[config.mk]
export PLATFORM = sky130hd
export DESIGN_NAME = alpha_field_ucs2_decoder
export DESIGN_NICKNAME = d
export VERILOG_FILES = /design/src/alpha_pkg.sv /design/src/byte_stream_if.sv /design/src/alpha_field_ucs2_decoder.sv /design/src/stream_fifo.sv
export SDC_FILE = /design/constraint.sdc
export NUM_CORES = 1
export LEC_CHECK = 0
export BUFFER_PORTS_ARGS = -buffer_cell sky130_fd_sc_hd__buf_2
export CORE_MARGIN = 3
export CORE_UTILIZATION = 31
export DETAILED_ROUTE_END_ITERATION = 8
export PLACE_DENSITY = 0.52
export SYNTH_ARGS = -nofsm -noshare
export SYNTH_HDL_FRONTEND = slang
export SYNTH_SLANG_ARGS = --single-unit
export TNS_END_PERCENT = 20
[constraint.sdc]
create_clock -name clk -period 5.3 [get_ports clk]
set_input_delay 0 -clock clk [delete_from_list [all_inputs] [get_ports clk]]
set_output_delay 0 -clock clk [all_outputs]
set_load 0.02 [all_outputs]
[src/alpha_pkg.sv]
package alpha_pkg;
   localparam logic [7:0] raw16_tag = 8'h80;
   localparam logic [7:0] half1_tag = 8'h81;
   localparam logic [7:0] half2_tag = 8'h82;
   localparam logic [7:0] fill_byte = 8'hff;
   localparam int fifo_width = 9;
   localparam int fifo_depth = 16;
   localparam int char_width = 16;
   localparam int top_bit = 7;
   localparam logic [15:0] half1_mask = 16'h7f80;
   typedef enum logic [2:0]
   {
      st_lead = 3'b000,
      st_count = 3'b001,
      st_base_hi = 3'b010,
      st_base_lo = 3'b011,
      st_chars = 3'b100,
      st_raw_hi = 3'b101,
      st_raw_lo = 3'b110,
      st_skip = 3'b111
   } dec_state_e;
endpackage

[src/byte_stream_if.sv]
`timescale 1ns/10ps
interface byte_stream_if #(parameter int W = 9);
   logic valid;
   logic ready;
   logic [W-1:0] data;
   modport source (output valid, output data, input ready);
   modport sink (input valid, input data, output ready);
endinterface

[src/alpha_field_ucs2_decoder.sv]
`timescale 1ns/10ps
module alpha_field_ucs2_decoder
(
   input wire logic clk,
   input wire logic rst_b,
   input wire logic in_valid,
   input wire logic [7:0] in_byte,
   input wire logic in_last,
   output logic in_ready,
   output logic out_valid,
   output logic [15:0] out_char,
   output logic out_last,
   output logic out_ucs2,
   input wire logic out_ready
);
   byte_stream_if #(.W(alpha_pkg::fifo_width)) fin ();
   byte_stream_if #(.W(alpha_pkg::fifo_width)) fout ();

   stream_fifo #(.W(alpha_pkg::fifo_width), .D(alpha_pkg::fifo_depth)) u_fifo
   (
      .clk(clk),
      .rst_b(rst_b),
      .wr(fin),
      .rd(fout)
   );

   assign fin.valid = in_valid;
   assign fin.data = {in_last, in_byte};
   assign in_ready = fin.ready;

   alpha_pkg::dec_state_e state_q;
   alpha_pkg::dec_state_e state_d;
   logic [7:0] count_q;
   logic [7:0] count_d;
   logic [15:0] base_q;
   logic [15:0] base_d;
   logic [7:0] hi_q;
   logic [7:0] hi_d;
   logic wide_q;
   logic wide_d;
   logic ovalid_q;
   logic [15:0] ochar_q;
   logic olast_q;
   logic oucs_q;

   wire [7:0] b = fout.data[7:0];
   wire blast = fout.data[8];
   wire out_free = !ovalid_q || out_ready;
   wire take = fout.valid && out_free;
   assign fout.ready = out_free;

   function automatic logic [15:0] half_char(input logic [7:0] c,
                                             input logic [15:0] base);
      if (c[alpha_pkg::top_bit])
         half_char = base + {9'h000, c[6:0]};
      else
         half_char = {9'h000, c[6:0]};
   endfunction

   logic emit;
   logic [15:0] echar;
   logic eucs;

   always_comb
   begin
      state_d = state_q;
      count_d = count_q;
      base_d = base_q;
      hi_d = hi_q;
      wide_d = wide_q;
      emit = 1'b0;
      echar = 16'h0000;
      eucs = 1'b0;
      if (take)
      begin
         case (state_q)
            alpha_pkg::st_lead:
               if (b == alpha_pkg::raw16_tag)
                  state_d = alpha_pkg::st_raw_hi;
               else if (b == alpha_pkg::half1_tag ||
                        b == alpha_pkg::half2_tag)
               begin
                  wide_d = (b == alpha_pkg::half2_tag);
                  state_d = alpha_pkg::st_count;
               end
               else
               begin
                  emit = 1'b1;
                  echar = {9'h000, b[6:0]};
               end
            alpha_pkg::st_count:
            begin
               count_d = b;
               state_d = alpha_pkg::st_base_hi;
            end
            alpha_pkg::st_base_hi:
               if (wide_q)
               begin
                  base_d = {b, 8'h00};
                  state_d = alpha_pkg::st_base_lo;
               end
               else
               begin
                  base_d = {1'b0, b, 7'h00} & alpha_pkg::half1_mask;
                  state_d = (count_q == 8'h00) ? alpha_pkg::st_skip
                          : alpha_pkg::st_chars;
               end
            alpha_pkg::st_base_lo:
            begin
               base_d = {base_q[15:8], b};
               state_d = (count_q == 8'h00) ? alpha_pkg::st_skip
                       : alpha_pkg::st_chars;
            end
            alpha_pkg::st_chars:
            begin
               emit = 1'b1;
               echar = half_char(b, base_q);
               eucs = b[alpha_pkg::top_bit];
               count_d = count_q - 8'h01;
               if (count_q == 8'h01)
                  state_d = alpha_pkg::st_skip;
            end
            alpha_pkg::st_raw_hi:
               hi_d = b;
            alpha_pkg::st_raw_lo:
               if (!(hi_q == alpha_pkg::fill_byte &&
                     b == alpha_pkg::fill_byte))
               begin
                  emit = 1'b1;
                  echar = {hi_q, b};
                  eucs = 1'b1;
               end
            alpha_pkg::st_skip:
               state_d = alpha_pkg::st_skip;
            default:
               state_d = alpha_pkg::st_lead;
         endcase
         if (state_q == alpha_pkg::st_raw_hi)
            state_d = alpha_pkg::st_raw_lo;
         else if (state_q == alpha_pkg::st_raw_lo)
            state_d = alpha_pkg::st_raw_hi;
         if (blast)
            state_d = alpha_pkg::st_lead;
      end
   end

   always_ff @(posedge clk or negedge rst_b)
   begin
      if (!rst_b)
      begin
         state_q <= alpha_pkg::st_lead;
         count_q <= 8'h00;
         base_q <= 16'h0000;
         hi_q <= 8'h00;
         wide_q <= 1'b0;
      end
      else
      begin
         state_q <= state_d;
         count_q <= count_d;
         base_q <= base_d;
         hi_q <= hi_d;
         wide_q <= wide_d;
      end
   end

   // output holding register; a last byte with no character sets out_last with out_valid low
   always_ff @(posedge clk or negedge rst_b)
   begin
      if (!rst_b)
      begin
         ovalid_q <= 1'b0;
         ochar_q <= 16'h0000;
         olast_q <= 1'b0;
         oucs_q <= 1'b0;
      end
      else if (out_free)
      begin
         ovalid_q <= take && emit;
         ochar_q <= echar;
         olast_q <= take && blast;
         oucs_q <= eucs;
      end
   end

   assign out_valid = ovalid_q;
   assign out_char = ochar_q;
   assign out_last = olast_q;
   assign out_ucs2 = oucs_q;
endmodule // alpha_field_ucs2_decoder

[src/stream_fifo.sv]
`timescale 1ns/10ps
module stream_fifo #(parameter int W = 9, parameter int D = 16)
(
   input wire logic clk,
   input wire logic rst_b,
   byte_stream_if.sink wr,
   byte_stream_if.source rd
);
   localparam int aw = $clog2(D);
   logic [W-1:0] mem [D];
   logic [aw:0] wp_q;
   logic [aw:0] rp_q;
   wire full = (wp_q[aw] != rp_q[aw]) && (wp_q[aw-1:0] == rp_q[aw-1:0]);
   wire empty = (wp_q == rp_q);
   wire push = wr.valid && !full;
   wire pop = rd.ready && !empty;
   assign wr.ready = !full;
   assign rd.valid = !empty;
   assign rd.data = mem[rp_q[aw-1:0]];
   always_ff @(posedge clk)
   begin
      if (push)
         mem[wp_q[aw-1:0]] <= wr.data;
   end
   always_ff @(posedge clk or negedge rst_b)
   begin
      if (!rst_b)
      begin
         wp_q <= '0;
         rp_q <= '0;
      end
      else
      begin
         if (push)
            wp_q <= wp_q + 1'b1;
         if (pop)
            rp_q <= rp_q + 1'b1;
      end
   end
endmodule // stream_fifo

# [After elaboration in Yosys (flattened, before gate mapping)]
# Memories as Yosys holds them, arrays and structs flattened.
# Cells that the tools add are included.
[totals] reg_bits=65 ram_bits=144 input_bits=13 output_inout_bits=20 wordCells=86 mem_count=1
[memory_table] name="u_fifo.mem" depth=16 width=9 read_ports=1 rd_ports_with_merged_regs=0 write_ports=1 line="stream_fifo.sv:10" source="logic [W-1:0] mem [D];"
[classes] add_sub_neg=4 eq_ne=18 mux=27 n_bitwise=2 n_reduce_logical=22
[ops] operator="2-to-1 mux 16 bit" n=4
[ops] operator="one-hot mux 16 bit (3 select lines)" n=1
[ops] operator="equality test 8 bit, second input constant" n=5
[ops] operator="one-hot mux 16 bit (2 select lines)" n=1
[ops] operator="2-to-1 mux 3 bit" n=7
[ops] operator="one-hot mux 3 bit (6 select lines)" n=1
[ops] operator="adder 16 x 7 -> 16 bit" n=1
[ops] operator="one-hot mux 8 bit (2 select lines)" n=1
[ops] operator="2-to-1 mux 7 bit" n=2
[ops] operator="equality test 3 bit, second input constant" n=4
[ops] operator="adder 5 x 1 -> 5 bit, second input constant" n=2
[ops] operator="nonzero test 9 bit" n=1
[ops] operator="equality test 8 x 1 -> 1 bit, second input constant" n=1
[ops] operator="logical NOT 8 bit" n=1
[ops] operator="AND reduction 4 bit" n=2
[ops] operator="subtractor 8 x 1 -> 8 bit, second input constant" n=1
[ops] operator="2-to-1 mux 1 bit" n=7
[ops] operator="equality test 3 x 2 -> 1 bit, second input constant" n=2
[ops] operator="logical AND 1 bit" n=6
[ops] operator="!= test 6 bit, second input constant" n=1
[ops] operator="AND reduction 2 bit" n=3
[ops] operator="equality test 5 bit" n=1
[ops] operator="!= test 5 bit, second input constant" n=1
[ops] operator="equality test 4 bit" n=1
[ops] operator="other kinds (11)" n=16

# [Depth between registers and ports, before layout]
# An unclocked memory read counts as a cell.
[logic_depth] word_depth=9 depth_mapped=17 depth_no_buf=14

# [Hierarchy]
# From an unflattened synthesis, not the netlist that was laid out.
[unflattened] cells_unflattened=683 hier_area_um2=9654.3
[by_module_without_submodules] mod="stream_fifo" instances=1 cells_per_inst=304 area_each_um2=6211.0 seq_area_each_um2=4574.4
[by_module_without_submodules] mod="alpha_field_ucs2_decoder" instances=1 cells_per_inst=379 area_each_um2=3443.3 seq_area_each_um2=1376.3

# [Least setup slack after synthesis]
# No wires, ideal clock.
[synth_path] path_type="reg-to-reg" start="register u_fifo.rp_q[1]" end="register ochar_q[13] (netlist: out_char[13])" setup_ns=0.126 arrival_ns=4.075 required_ns=5.174 setup_slack_ns=1.099 stages_incl_launch_ff=15 n_path_buf=3 synth_period_minus_slack_ns=4.201 path_cell_list="dfrtp_1 > buf_4 > buf_4 > mux4_2 > mux4_2 > clkbuf_1 > ha_1 > a21o_1 > a21oi_1 > o21ai_0 > o41ai_1 > and3b_1 > xnor2_1 > nor2_1 > a221o_1"
[synth_via] elab_chain_len=6 word_cells_on_any_way=11 cone_classes="1 x add/sub; 2 x eq/ne; 4 x mux; 3 x reduce/logical; 1 x memory"
[synth_lines] element="start, declared" line="stream_fifo.sv:12" source="logic [aw:0] rp_q;"
[synth_lines] element="start signal, assigned" line="stream_fifo.sv:37" source="rp_q <= rp_q + 1'b1;"
[synth_lines] element="memory read (16 x 9 bit) *"
[synth_lines] element="net fout.data[1]" line="byte_stream_if.sv:5" source="logic [W-1:0] data;"
[synth_lines] element="parallel branches: the longest is 3 deep, another holds adder 16 x 7 -> 16 bit"
[synth_lines] element="one-hot mux 16 bit (3 select lines) *" line="alpha_field_ucs2_decoder.sv:76" source="case (state_q)"
[synth_lines] element="2-to-1 mux 16 bit *" line="alpha_field_ucs2_decoder.sv:74" source="if (take)"
[synth_lines] element="end signal, assigned" line="alpha_field_ucs2_decoder.sv:180" source="ochar_q <= echar;"
[synth_lines] element="end, declared" line="alpha_field_ucs2_decoder.sv:42" source="logic [15:0] ochar_q;"
# Mark *: on every way through the listed nets, which the timed path passes.
# A chain may end at the register's enable or synchronous reset.

# [Worst setup path in the final report]
[layout_path] start="register u_fifo.rp_q[2]" end="register ochar_q[13] (netlist: out_char[13])"
# The elaborated chain is that of the path after synthesis.

==> flow_summary.ini <==
[status]
outcome = complete, no violations

[grt]
grt_pass1_vias = 5858
grt_pass1_wl_um = 35300
overflow = 0
groute.usage.overall_pct = 13.5
grt_max_degree = 66
antenna_found_initial = 0

[synth]
synth_fp_nets = 751
synth_warnings = 0
syn_area_per_cell_um2 = 13.4
yosysSeqAreaShare_pct = 61.7
synth_cells = 722
async_flop_share_pct = 31.1
syn_area_mm2 = 0.00965
synth_edf_count = 144
synth-seq-cells = 209
synth_ff_type = edfxtp_1
synthDistinctLibCells = 57
synthDominantCellAreaShare_pct = 44.8
synthTopCellsByArea = edfxtp_1, dfrtp_1, mux4_2
yosysTopAreaCell = edfxtp_1

[drt]
drc = 0
drt-initial-drc-count = 478
via_per_inst = 5.17
firstDrtPassIters = 5
wl_per_cell_um = 19.2
vias = 6079
ant_nets = 0
wl_um = 22600

[clock_tree]
clock_sinks = 209
postCtsSetupRepairBufs = 0
cts-htree-levels = 1
root_buffer = clkbuf_16
cts_tree = yes
cts_made_buffers = 23
path_clk_slew_ns = 0.06
cts.path.max_buffers = 3
clock_latency_ns = 0.52

[critical_path]
critical_path_arrival_ns = 4.66
cp.required_ns = 5.70
critical_path.startpoint_type = flop
cp_max_fo = 36
setup.worst_path.end_class = flop
worst-setup-path-type = flop to flop

[placement]
place.port_buffers = 32
routabilityCongestion = 0.768
place_area_mm2 = 0.0103
detailedPlacementHpwl_um = 15300

[sta]
setup_violations = 0
period_share_pct = 80.3
tightestPinTransition_ns = 1.01
min_period_ns = 4.26
skew_ns = 0.00982
slew_headroom_pct = 31.9
hold_viol = 0
final_max_slew_viol_count = 0
grt_setup_unrepaired = no
finalSetupTns_ns = 0
fmax_ghz = 0.235

[floorplan]
die_w_um = 182
dieArea_mm2 = 0.0333
num_io_pins = 33
core_region_area_mm2 = 0.0302
die_h_um = 182
rows = 63
start_util_pct = 32.0

[power]
total_power_mw = 6.38
vdd_drop_max_mv = 0.231
p_leak_nw = 4.23
power.density_mw_per_mm2 = 574

[min_path]
hold_path_class = primary input to asynchronous set/reset pin

[finish]
drive_gt1_share_pct = 16.6
antennaDiodeCount = 0
final_nets = 798
final_area_mm2 = 0.0111
areaGrowthSynthToFinish_pct = 15.3

[job]
drv_cap = 0
==> flip-flops by register name (all words and copies together) (netlist names), 3 cells and up <==
| register | cells |
|---|---|
| u_fifo.mem | 144 |
| out_char | 16 |
| u_fifo.rp_q | 5 |
| state_q | 3 |
| count_q | 8 |
| hi_q | 8 |
| u_fifo.wp_q | 5 |
| base_q | 16 |
==> timing repair <==
action	in CTS	in global routing
hold buffers	12	0
resized for setup	0	0
hold endpoints to repair	214	0
==> worst paths after layout <==
check | startpoint | end | slack [ns] | depth (start not counted)
min in group clk | in_byte[5] | u_fifo.mem[10][5] | 0.41 | 2
max in group asynchronous | rst_b | u_fifo.rp_q[2] | 4.49 | 3
worst min-delay path | rst_b | out_char[13] | 0.20 | 3
worst max register to register | u_fifo.rp_q[2] | out_char[13] | 1.04 | 15
worst max-delay path | u_fifo.rp_q[2] | out_char[13] | 1.04 | 15
worst min register to register | out_char[3] | out_char[3] | 0.46 | 2
==> synthesized netlist by cell type (all sizes together) (4+ instances only) <==
library cell and n:
a221o 7, nor2 54, buf 15, edfxtp 144, nor3 16, nand2 53, a211oi 4, nor3b 6
inv 29, a32oi 4, and2 9, ha 15, dfrtp 65, nand2b 4, a22oi 18, clkbuf 24
nand3 21, a21o 5, a22o 4, xor2 8, mux4 28, a32o 4, nand4 8, mux2 13
o31ai 5, nor2b 9, a21oi 29, nor4 8, o21ai 39, mux2i 28, xnor2 16
==> per-layer routing <==
metal / GRT usage, % / vias up / wire length, µm
met3: 2.09 / 36 / 1080
met5: 0 / - / 0
met4: 2.96 / 0 / 478
met1: 19.8 / 3042 / 10900
met2: 21.4 / 169 / 10200
li1: - / 2832 / -
==> report_power, final <==
group	switching, mW	internal (mW)
clock network	0.643	0.922
registers	0.330	2.05
logic	1.44	0.994
==> worst max-delay path, cell delays in order, from the launching register on <==
cell and delay, ns:
dfrtp_2 0.95, buf_12 0.30, mux2i_1 0.27, a22oi_1 0.13, nand2_1 0.21, mux2_2 0.27, inv_1 0.09, ha_1 0.34
a21oi_1 0.24, o21ai_0 0.17, o41ai_1 0.28, buf_4 0.21, and3b_1 0.18, xnor2_1 0.12, nor2_1 0.05, a221o_1 0.27
==> logic make-up after synthesis <==
logic type	Yosys count	synth area share, %
xor gates and xnor gates	24	2.18
buffers and inverters	68	3.48
adders and majority gates	16	2.15
muxes	69	11.0
AOI/OAI and AO/OA	138	9.70
DFF	209	61.7
and+or+nand+nor	198	9.78
==> area by class of cell <==
class | count | area (µm²)
Clock buffer | 32 | 661
Fill cell | 2894 | 19100
Timing Repair Buffer | 61 | 420
Tap cell | 390 | 488
Multi-Input combinational cell | 445 | 3410
Clock inverter | 9 | 81.3
Inverter | 29 | 109
Sequential cell | 209 | 5950
==> metrics by stage <==
stage / hold slack, ns / cells / utilization [%] / setup slack, ns
3_5_place_dp: 0.253 / 1122 / 34.0 / 1.06
3_3_place_gp: 0.248 / 1122 / 34.0 / 1.09
4_1_cts: 0.226 / 1175 / 36.9 / 1.04
2_1_floorplan: -0.296 / 722 / - / 1.10
5_1_grt: 0.298 / 1175 / 36.9 / 0.774
6_report: 0.205 / 1175 / 36.9 / 1.04
==> cells in the final DEF, fill, tap and decap left out, types with 4 or more instances in the layout <==
cell type      instances
o31ai_1                5
and2_1                 8
clkinv_2               4
nor3_1                16
buf_2                 32
nand3_1               21
nand2_1               53
inv_1                 29
dlygate4sd3_1         12
a221o_1                7
nand2b_1               4
a211oi_1               4
a22oi_1               18
nor3b_1                6
xor2_1                 8
clkbuf_16             24
nor4_1                 4
clkbuf_1               5
ha_1                  15
nor2b_1                9
mux2_2                13
buf_4                 16
xnor2_1               16
a32o_1                 4
a22o_1                 4
mux2i_1               28
nor2_1                54
a32oi_1                4
mux4_2                26
a21o_1                 5
a21oi_1               29
o21ai_0               38
dfrtp_1               63
nand4_1                8
edfxtp_1             144
Power figures use the tool's default switching activity.
